## src/rtl/arxcdr_pkg.sv

```systemverilog
package arxcdr_pkg;
    // samples per bit and voting positions, normal and double speed
    localparam logic [4:0] ARXCDR_SPB_NORMAL = 5'h10;
    localparam logic [4:0] ARXCDR_SPB_DOUBLE = 5'h08;
    localparam logic [4:0] ARXCDR_VOTE_FIRST_NORMAL = 5'h08;
    localparam logic [4:0] ARXCDR_VOTE_FIRST_DOUBLE = 5'h04;
    localparam logic [3:0] ARXCDR_BITS_MIN = 4'h5;
    localparam logic [3:0] ARXCDR_BITS_MAX = 4'hA;
    localparam int ARXCDR_DATA_W = 10;
    localparam logic [4:0] ARXCDR_SAMPLE_ONE = 5'h01;

    typedef enum logic [1:0] {
        ARXCDR_IDLE = 2'b00,
        ARXCDR_START = 2'b01,
        ARXCDR_DATA = 2'b10,
        ARXCDR_GUARD = 2'b11
    } arxcdr_state_t;

    typedef struct packed {
        logic [ARXCDR_DATA_W-1:0] data;
        logic stop_bit_error_flag;
    } arxcdr_frame_t;
endpackage

```

## src/rtl/arxcdr_sync.sv

```systemverilog
`timescale 1ns/1ps
module arxcdr_sync
    import arxcdr_pkg::*;
(
    input wire logic clk,
    input wire logic rst,
    input wire logic async_in,
    output logic sync_out
);
    logic meta;

    always_ff @(posedge clk or posedge rst) begin
        if (rst) begin
            meta <= 1'b1;
            sync_out <= 1'b1;
        end else begin
            meta <= async_in;
            sync_out <= meta;
        end
    end
endmodule // arxcdr_sync

```

## src/rtl/arxcdr_rx.sv

```systemverilog
`timescale 1ns/1ps
module arxcdr_rx
    import arxcdr_pkg::*;
(
    input wire logic clk,
    input wire logic rst,
    input wire logic sample_tick,
    input wire logic double_speed_select,
    input wire logic [3:0] frame_bits,
    input wire logic serial_in,
    output arxcdr_frame_t frame_out,
    output logic frame_valid,
    output logic busy
);
    logic line;
    arxcdr_state_t state;
    logic [4:0] sample_no;
    logic [3:0] bit_no;
    logic [3:0] frame_len;
    logic prev_line;
    logic vote_a;
    logic vote_b;
    logic [ARXCDR_DATA_W-1:0] shift;
    logic [4:0] spb;
    logic [4:0] vfirst;
    logic voted;
    logic at_vote_end;
    logic at_bit_end;
    logic data_vote;
    logic stop_vote;
    logic last_bit;

    // the stop bit sits one position above the last data bit
    function automatic logic is_stop(input logic [3:0] idx, input logic [3:0] len);
        return idx == len;
    endfunction

    function automatic logic majority(input logic a, input logic b, input logic c);
        return (a & b) | (a & c) | (b & c);
    endfunction

    arxcdr_sync u_sync (
        .clk(clk),
        .rst(rst),
        .async_in(serial_in),
        .sync_out(line)
    );

    assign spb = double_speed_select ? ARXCDR_SPB_DOUBLE : ARXCDR_SPB_NORMAL;
    assign vfirst = double_speed_select ? ARXCDR_VOTE_FIRST_DOUBLE
                                        : ARXCDR_VOTE_FIRST_NORMAL;
    assign voted = majority(vote_a, vote_b, line);
    assign at_vote_end = sample_no == vfirst + 5'h02;
    assign at_bit_end = sample_no == spb;
    assign busy = state != ARXCDR_IDLE;
    assign last_bit = is_stop(bit_no, frame_len);
    // one decode of the vote instants, shared by the shifter and the output stage
    assign data_vote = sample_tick && state == ARXCDR_DATA && at_vote_end && !last_bit;
    assign stop_vote = sample_tick && state == ARXCDR_DATA && at_vote_end && last_bit;

    // samples of the current bit used in the vote
    always_ff @(posedge clk or posedge rst) begin
        if (rst) begin
            vote_a <= 1'b1;
            vote_b <= 1'b1;
        end else if (sample_tick) begin
            if (sample_no == vfirst) begin
                vote_a <= line;
            end
            if (sample_no == vfirst + 5'h01) begin
                vote_b <= line;
            end
        end
    end

    always_ff @(posedge clk or posedge rst) begin
        if (rst) begin
            prev_line <= 1'b1;
        end else if (sample_tick) begin
            prev_line <= line;
        end
    end

    // clamp unsupported lengths into the legal range
    always_ff @(posedge clk or posedge rst) begin
        if (rst) begin
            frame_len <= ARXCDR_BITS_MIN;
        end else if (state == ARXCDR_IDLE) begin
            if (frame_bits < ARXCDR_BITS_MIN) begin
                frame_len <= ARXCDR_BITS_MIN;
            end else if (frame_bits > ARXCDR_BITS_MAX) begin
                frame_len <= ARXCDR_BITS_MAX;
            end else begin
                frame_len <= frame_bits;
            end
        end
    end

    always_ff @(posedge clk or posedge rst) begin
        if (rst) begin
            state <= ARXCDR_IDLE;
            sample_no <= 5'h00;
            bit_no <= 4'h0;
        end else if (sample_tick) begin
            unique case (state)
                ARXCDR_IDLE: begin
                    if (prev_line && !line) begin
                        state <= ARXCDR_START;
                        sample_no <= ARXCDR_SAMPLE_ONE + 5'h01;
                    end
                end
                ARXCDR_START: begin
                    if (at_vote_end && voted) begin
                        state <= ARXCDR_IDLE;
                        sample_no <= 5'h00;
                    end else if (at_bit_end) begin
                        state <= ARXCDR_DATA;
                        sample_no <= ARXCDR_SAMPLE_ONE;
                        bit_no <= 4'h0;
                    end else begin
                        sample_no <= sample_no + 5'h01;
                    end
                end
                ARXCDR_DATA: begin
                    if (at_vote_end && last_bit) begin
                        // stop bit voted: later stop bits are ignored
                        state <= double_speed_select ? ARXCDR_GUARD : ARXCDR_IDLE;
                        sample_no <= 5'h00;
                    end else if (at_bit_end) begin
                        sample_no <= ARXCDR_SAMPLE_ONE;
                        bit_no <= bit_no + 4'h1;
                    end else begin
                        sample_no <= sample_no + 5'h01;
                    end
                end
                ARXCDR_GUARD: begin
                    state <= ARXCDR_IDLE;
                end
            endcase
        end
    end

    always_ff @(posedge clk or posedge rst) begin
        if (rst) begin
            shift <= '0;
        end else if (data_vote) begin
            shift[bit_no] <= voted;
        end
    end

    always_ff @(posedge clk or posedge rst) begin
        if (rst) begin
            frame_out <= '0;
            frame_valid <= 1'b0;
        end else begin
            frame_valid <= 1'b0;
            if (stop_vote) begin
                frame_out.data <= shift;
                frame_out.stop_bit_error_flag <= !voted;
                frame_valid <= 1'b1;
            end
        end
    end
endmodule // arxcdr_rx

```

## config.mk

```make
export PLATFORM = sky130hd
export DESIGN_NAME = arxcdr_rx
export DESIGN_NICKNAME = d
export VERILOG_FILES = /design/src/rtl/arxcdr_pkg.sv /design/src/rtl/arxcdr_sync.sv /design/src/rtl/arxcdr_rx.sv
export SDC_FILE = /design/constraint.sdc
export NUM_CORES = 1
export LEC_CHECK = 0
export BUFFER_PORTS_ARGS = -buffer_cell sky130_fd_sc_hd__clkbuf_2
export CORE_UTILIZATION = 58
export CTS_BUF_LIST = sky130_fd_sc_hd__clkbuf_8 sky130_fd_sc_hd__clkbuf_16
export DETAILED_ROUTE_END_ITERATION = 10
export HOLD_SLACK_MARGIN = 0.02
export PLACE_DENSITY = 0.79
export SYNTH_ARGS = -nofsm -noshare
export SYNTH_HDL_FRONTEND = slang
export SYNTH_SLANG_ARGS = --single-unit
export TNS_END_PERCENT = 5
```

## constraint.sdc

```tcl
create_clock -name clk -period 2.2 [get_ports clk]
set_input_delay 0.11 -clock clk [delete_from_list [all_inputs] [get_ports clk]]
set_output_delay 0.11 -clock clk [all_outputs]
set_load 0.03 [all_outputs]
```

[Word level (Yosys, flattened, before mapping)]
Index checks and enable logic that the tools add are counted.
Cells by class
  $add $sub $neg: 4
  equality and inequality tests: 15
  reduce and logical (&&, ||, !) cells: 20
  $lt $le $gt $ge: 4
  mux-type cells: 24
  bitwise operators: 5
Operators by type and width (number)
  4-bit 2-to-1 mux: 7
  5-bit 2-to-1 mux: 5
  5-bit == test: 3
  5-bit case mux with 3 select lines: 1
  10-bit bitwise mux: 1
  2-bit 2-to-1 mux: 5
  1-bit logical AND: 8
  2-bit != test (second input constant): 4
  2-bit case mux with 4 select lines: 1
  4-bit case mux with 2 select lines: 1
  6-bit AND reduction: 1
  4-bit by 1-bit adder with 5-bit output (second input constant): 1
  4-bit by 2-bit adder with 5-bit output (second input constant): 1
  5-bit by 1-bit adder with 5-bit output (second input constant): 1
  5-bit by 4-bit == test with 1-bit output: 1
  4-bit by 5-bit < comparator with 1-bit output (second input constant): 1
  4-bit by 1-bit adder with 4-bit output (second input constant): 1
  1-bit demux with 4-bit select: 1
  2-bit == test (second input constant): 2
  4-bit == test: 1
  4-bit by 1-bit greater-or-equal comparator with 1-bit output (second input constant): 1
  4-bit > comparator (second input constant): 1
  4-bit by 3-bit < comparator with 1-bit output (second input constant): 1
  2-bit by 1-bit != test with 1-bit output (second input constant): 2
  other kinds (12): 20
Word-level totals
  output and inout port bits: 13
  register bits after elaboration: 42
  input bits: 9
  word-level logic and storage cells: 85

[Logic depth before layout (Yosys ltp)]
  depth in word-level cells: 6
  gate-level depth with buffers: 7
  depth with buffers taken out: 7

[Modules after synthesis]
A second synthesis with hierarchy kept.
Second synthesis, totals
  cells, all modules: 194
  area, all modules: 2218.4 µm²
Modules (own cells, without submodules)
  arxcdr_rx: instances 1, area each 2162.1 µm², cells an instance 191, seq. area each 1007.2 µm²
  arxcdr_sync: instances 1, area each 56.3 µm², cells an instance 3, seq. area each 52.6 µm²

[Least setup slack after synthesis]
OpenSTA, ideal clock, no wires.
  kind: flip-flop to flip-flop
  from: register sample_no[2]
  to: register frame_out[10] (netlist bit)
  buffers on the path: 1
  data required time: 2075 ps
  stages on the path, launching flop included: 6
  setup slack: 337 ps
  library setup time: 125 ps
  clock period less this slack: 1863 ps
  data arrival time: 1738 ps
  path through: dfrtp_1 -> nor4b_4 -> o21ai_2 -> nor3_2 -> buf_2 -> mux2_2
Between the ends
  cells in the longest elaborated chain, start to end: 3
RTL lines
  start, declared: line arxcdr_rx.sv:17  | logic [4:0] sample_no;
  start signal, assigned: line arxcdr_rx.sv:109  | sample_no <= ARXCDR_SAMPLE_ONE + 5'h01;
  start signal, assigned: line arxcdr_rx.sv:121  | sample_no <= sample_no + 5'h01;
  start signal, assigned: line arxcdr_rx.sv:133  | sample_no <= sample_no + 5'h01;
  5-bit == test: line arxcdr_rx.sv:53  | assign at_vote_end = sample_no == vfirst + 5'h02;
  1-bit logical AND (2 in a row): line arxcdr_rx.sv:59  | assign stop_vote = sample_tick && state == ARXCDR_DATA && at_vote_end && last_bit;
  net stop_vote: line arxcdr_rx.sv:30  | logic stop_vote;
  end, declared: line arxcdr_rx.sv:11  | output arxcdr_frame_t frame_out,
The timed path passes the listed nets, and every way through them passes these cells.
A chain may end at the register's enable or synchronous reset.

[Final worst setup path]
  from: register sample_no[2]
  to: register sample_no[2]
Between the ends
  cells in the longest elaborated chain, start to end: 4
  elaborated cells on any way between the ends: 9
  those cells by class: 1 x add/sub; 2 x eq/ne; 4 x mux; 2 x reduce/logical
RTL lines
  5-bit by 1-bit adder with 5-bit output, or another cell as far along: line arxcdr_rx.sv:121, arxcdr_rx.sv:133
  5-bit 2-to-1 mux, or another cell as far along: line arxcdr_rx.sv:116, arxcdr_rx.sv:129
  5-bit 2-to-1 mux (on tied branches): line arxcdr_rx.sv:125, arxcdr_rx.sv:113
  5-bit case mux with 3 select lines (*): line arxcdr_rx.sv:105  | unique case (state)
Mark *: on every way between the ends. The rest lies on a longest branch, timed or not.

==> results.cfg <==
[clock_network]
h-tree-depth = 2
cts_hold_buf = 3
cts_buffer_depth = 2
clock_latency_ps = 300
cts.sinks = 42
post-cts-setup-buffers = 0
root_buffer = clkbuf_8
cts_inserted_buffers = 5
ctsResizeCount = 0
cts_tree = built
cts.reportedPaths.clkPinSlew_ps = 80

[synth]
synth_ff_type = dfrtp_1
synth.distinct_cells = 40
yosysSeqAreaShare = 0.480
syn-num-nets = 210
synth_edf_count = 0
synth-seq-cells = 42
syn-cell-area_um2 = 2210
yosys_warnings = 0
ys_async_sr_fraction = 1.00
avgSynthCellArea_um2 = 11.7
netlist_instances = 188

[sta]
setup_tns_ps = 0
slew_viol_final = 0
fin_skew_ps = 3.72
finalCritPeriodShare = 0.935
fmax_mhz = 486
rsz0062_at_grt = false
hold_violations = 0
tightest_slew_ps = 529
finalSetupViolCount = 0
relSlewSlack = 0.648
final.min_clock_period_ps = 2060
setup_slack_ps = 143

[finish]
nets = 245
drive_gt1_frac = 0.326
diodes = 0
synthToLayoutAreaGrowth_pct = 15.9

[worst_setup_path]
critPathKind = register to register
cp_top_family = compound AO/OA/AOI/OAI gates
cp_cell_sequence = nor4b_4 > o21ai_2 > o21ai_2 > a21oi_1 > a311o_1
worstSetupStartpointType = register
rrSetupSlack_ps = 140
crit_arrival_ps = 2240
cp_max_fo = 9
cp.required_ps = 2380
crit_path_max_incr_delay_ps = 470
cp-end-kind = register
crit_slowest_cell = dfrtp_1
crit_buf_inv = 0
cp_common_cell = o21ai_2

[route]
drt-vias-per-instance = 5.53
drc = 0
first_iter_violations = 66
antenna_left = 0
avgRoutedWirePerCell_um = 15.3
wirelength_um = 4170
first_pass_iters = 5
vias = 1504

[pwr]
comb_power_share = 0.309
internal-power_mw = 1.52
leakage_nw = 1.20
ir_worst_vdd_uv = 484
switching_power_mw = 0.783
clkPwrFrac = 0.268
switching_share = 0.340
p_seq_frac = 0.422
p_per_area_nw_per_um2 = 900

[grt]
grt_util_all_layers = 0.238
antenna_found_initial = 0
grt_overflow_total = 0
grt_pass1_vias = 1593
grt_pass1_wl_um = 7250
grt_start_max_net_pins = 43

[min_path]
hold_class = input pin to register

[placed_design]
gp_congestion = 0.851
place_ws_ps = 171
port_buffers = 21
hpwl_um = 3010

[floorplan]
ios = 22
dieHeight_um = 63.7
die_area_um2 = 4060
core-area_um2 = 3660
start_util = 0.603
fp-row-count = 22
dieWidth_um = 63.7

[flow_run]
max_cap_viol_count = 0

[status]
outcome = completed
registers in the layout, indices dropped and copies added, names as in the netlist:
signal,cells
frame_out,11
u_sync.sync_out,1
bit_no,4
state,2
frame_valid,1
u_sync.meta,1
frame_len,4
sample_no,5
shift,10
prev_line,1
vote_a,1
vote_b,1
through the flow:
step | hold slack (ps) | util | instance area [um^2] | power, mW | cells
final | 85.7 | 0.699 | 2560 | 2.30 | 272
after global routing | 106 | 0.699 | 2560 | 2.44 | 272
after CTS | 79.8 | 0.699 | 2560 | 2.32 | 272
after detailed placement | 200 | 0.660 | 2420 | 1.69 | 261
after global placement | 200 | 0.660 | 2420 | 1.63 | 261
after floorplan | 114 | - | 2210 | 1.48 | 188
cell usage after synthesis, types with 2 or more instances:
master / count / area (um^2)
dfstp_2: 7 / 184
nand2b_1: 4 / 25.0
o31ai_1: 2 / 15.0
xnor2_1: 4 / 35.0
nor4b_4: 2 / 47.6
ha_1: 13 / 163
o21ai_2: 3 / 26.3
nand3b_1: 6 / 45.0
a211oi_1: 3 / 22.5
a21oi_1: 7 / 35.0
nand3_1: 9 / 45.0
maj3_1: 2 / 20.0
clkbuf_1: 3 / 11.3
inv_1: 13 / 48.8
nand2_1: 12 / 45.0
o211ai_2: 2 / 25.0
mux2_1: 8 / 90.1
o21ai_0: 6 / 30.0
dfrtp_1: 35 / 876
nor2_1: 5 / 18.8
a311o_1: 3 / 30.0
nor2b_1: 4 / 25.0
mux2_2: 18 / 203
kinds of logic (layout without fill, tap and decap cells):
group / count (synthesis) / count (layout) / synth area share
muxes: 27 / 27 / 0.137
adders and majority gates: 15 / 15 / 0.0827
AOI/OAI and AO/OA: 33 / 33 / 0.112
and+or+nand+nor: 50 / 50 / 0.143
DFF: 42 / 42 / 0.480
xor gates and xnor gates: 4 / 4 / 0.0159
buffers and inverters: 17 / 53 / 0.0295
placed cells by master (no fill, tap or decap), types with 2 or more instances in the layout:
cell type,n
dfrtp_1,35
clkbuf_2,21
mux2_2,18
inv_1,13
ha_1,13
nand2_1,12
nand3_1,9
mux2_1,8
buf_4,8
a21oi_1,7
dfstp_2,7
nand3b_1,6
o21ai_0,6
nor2_1,5
clkbuf_8,5
xnor2_1,4
nand2b_1,4
nor2b_1,4
o21ai_2,3
a211oi_1,3
a311o_1,3
dlygate4sd3_1,3
maj3_1,2
nor4b_4,2
o211ai_2,2
o31ai_1,2
cell type report:
type / count / area, um^2
fill: 263 / 1100
sequential: 42 / 1060
tap: 48 / 60.1
timing repair buffer: 32 / 195
multi-input combinational: 129 / 1080
clock buffer: 5 / 68.8
inverter: 13 / 48.8
clock inverter: 3 / 43.8
tightest hold or removal path: cells and delay by family:
kind / cells / cell delay, ps
compound gates: 2 / 150
buf+inv: 1 / 80
power by group through the flow:
| stage | Combinational, mW | Sequential [mW] | Clock, mW |
|---|---|---|---|
| after floorplan | 0.515 | 0.961 | 0 |
| after global placement | 0.659 | 0.974 | 0 |
| after CTS | 0.712 | 0.971 | 0.633 |
| after global routing | 0.793 | 0.988 | 0.662 |
| final | 0.713 | 0.972 | 0.618 |
| after detailed placement | 0.703 | 0.986 | 0 |
path summary, 6_finish.rpt:
| kind | startpoint | end | cells past startpoint |
|---|---|---|---|
| min in group asynchronous | rst | sample_no[1] | 4 |
| worst max register to register | sample_no[2] | sample_no[2] | 5 |
| max in group asynchronous | rst | frame_len[0] | 4 |
| worst min-delay path | frame_bits[0] | frame_len[0] | 3 |
| worst max-delay path | sample_no[2] | sample_no[2] | 5 |
| worst min register to register | u_sync.meta | u_sync.sync_out | 0 |
metal layers:
layer	vias to the layer above	share of wire	global-route usage
met5	-	0	0
met4	0	0.026	0.105
met3	9	0.024	0.0616
met2	27	0.53	0.428
met1	733	0.42	0.260
li1	735	-	-
(Power assumes the default switching activity.)
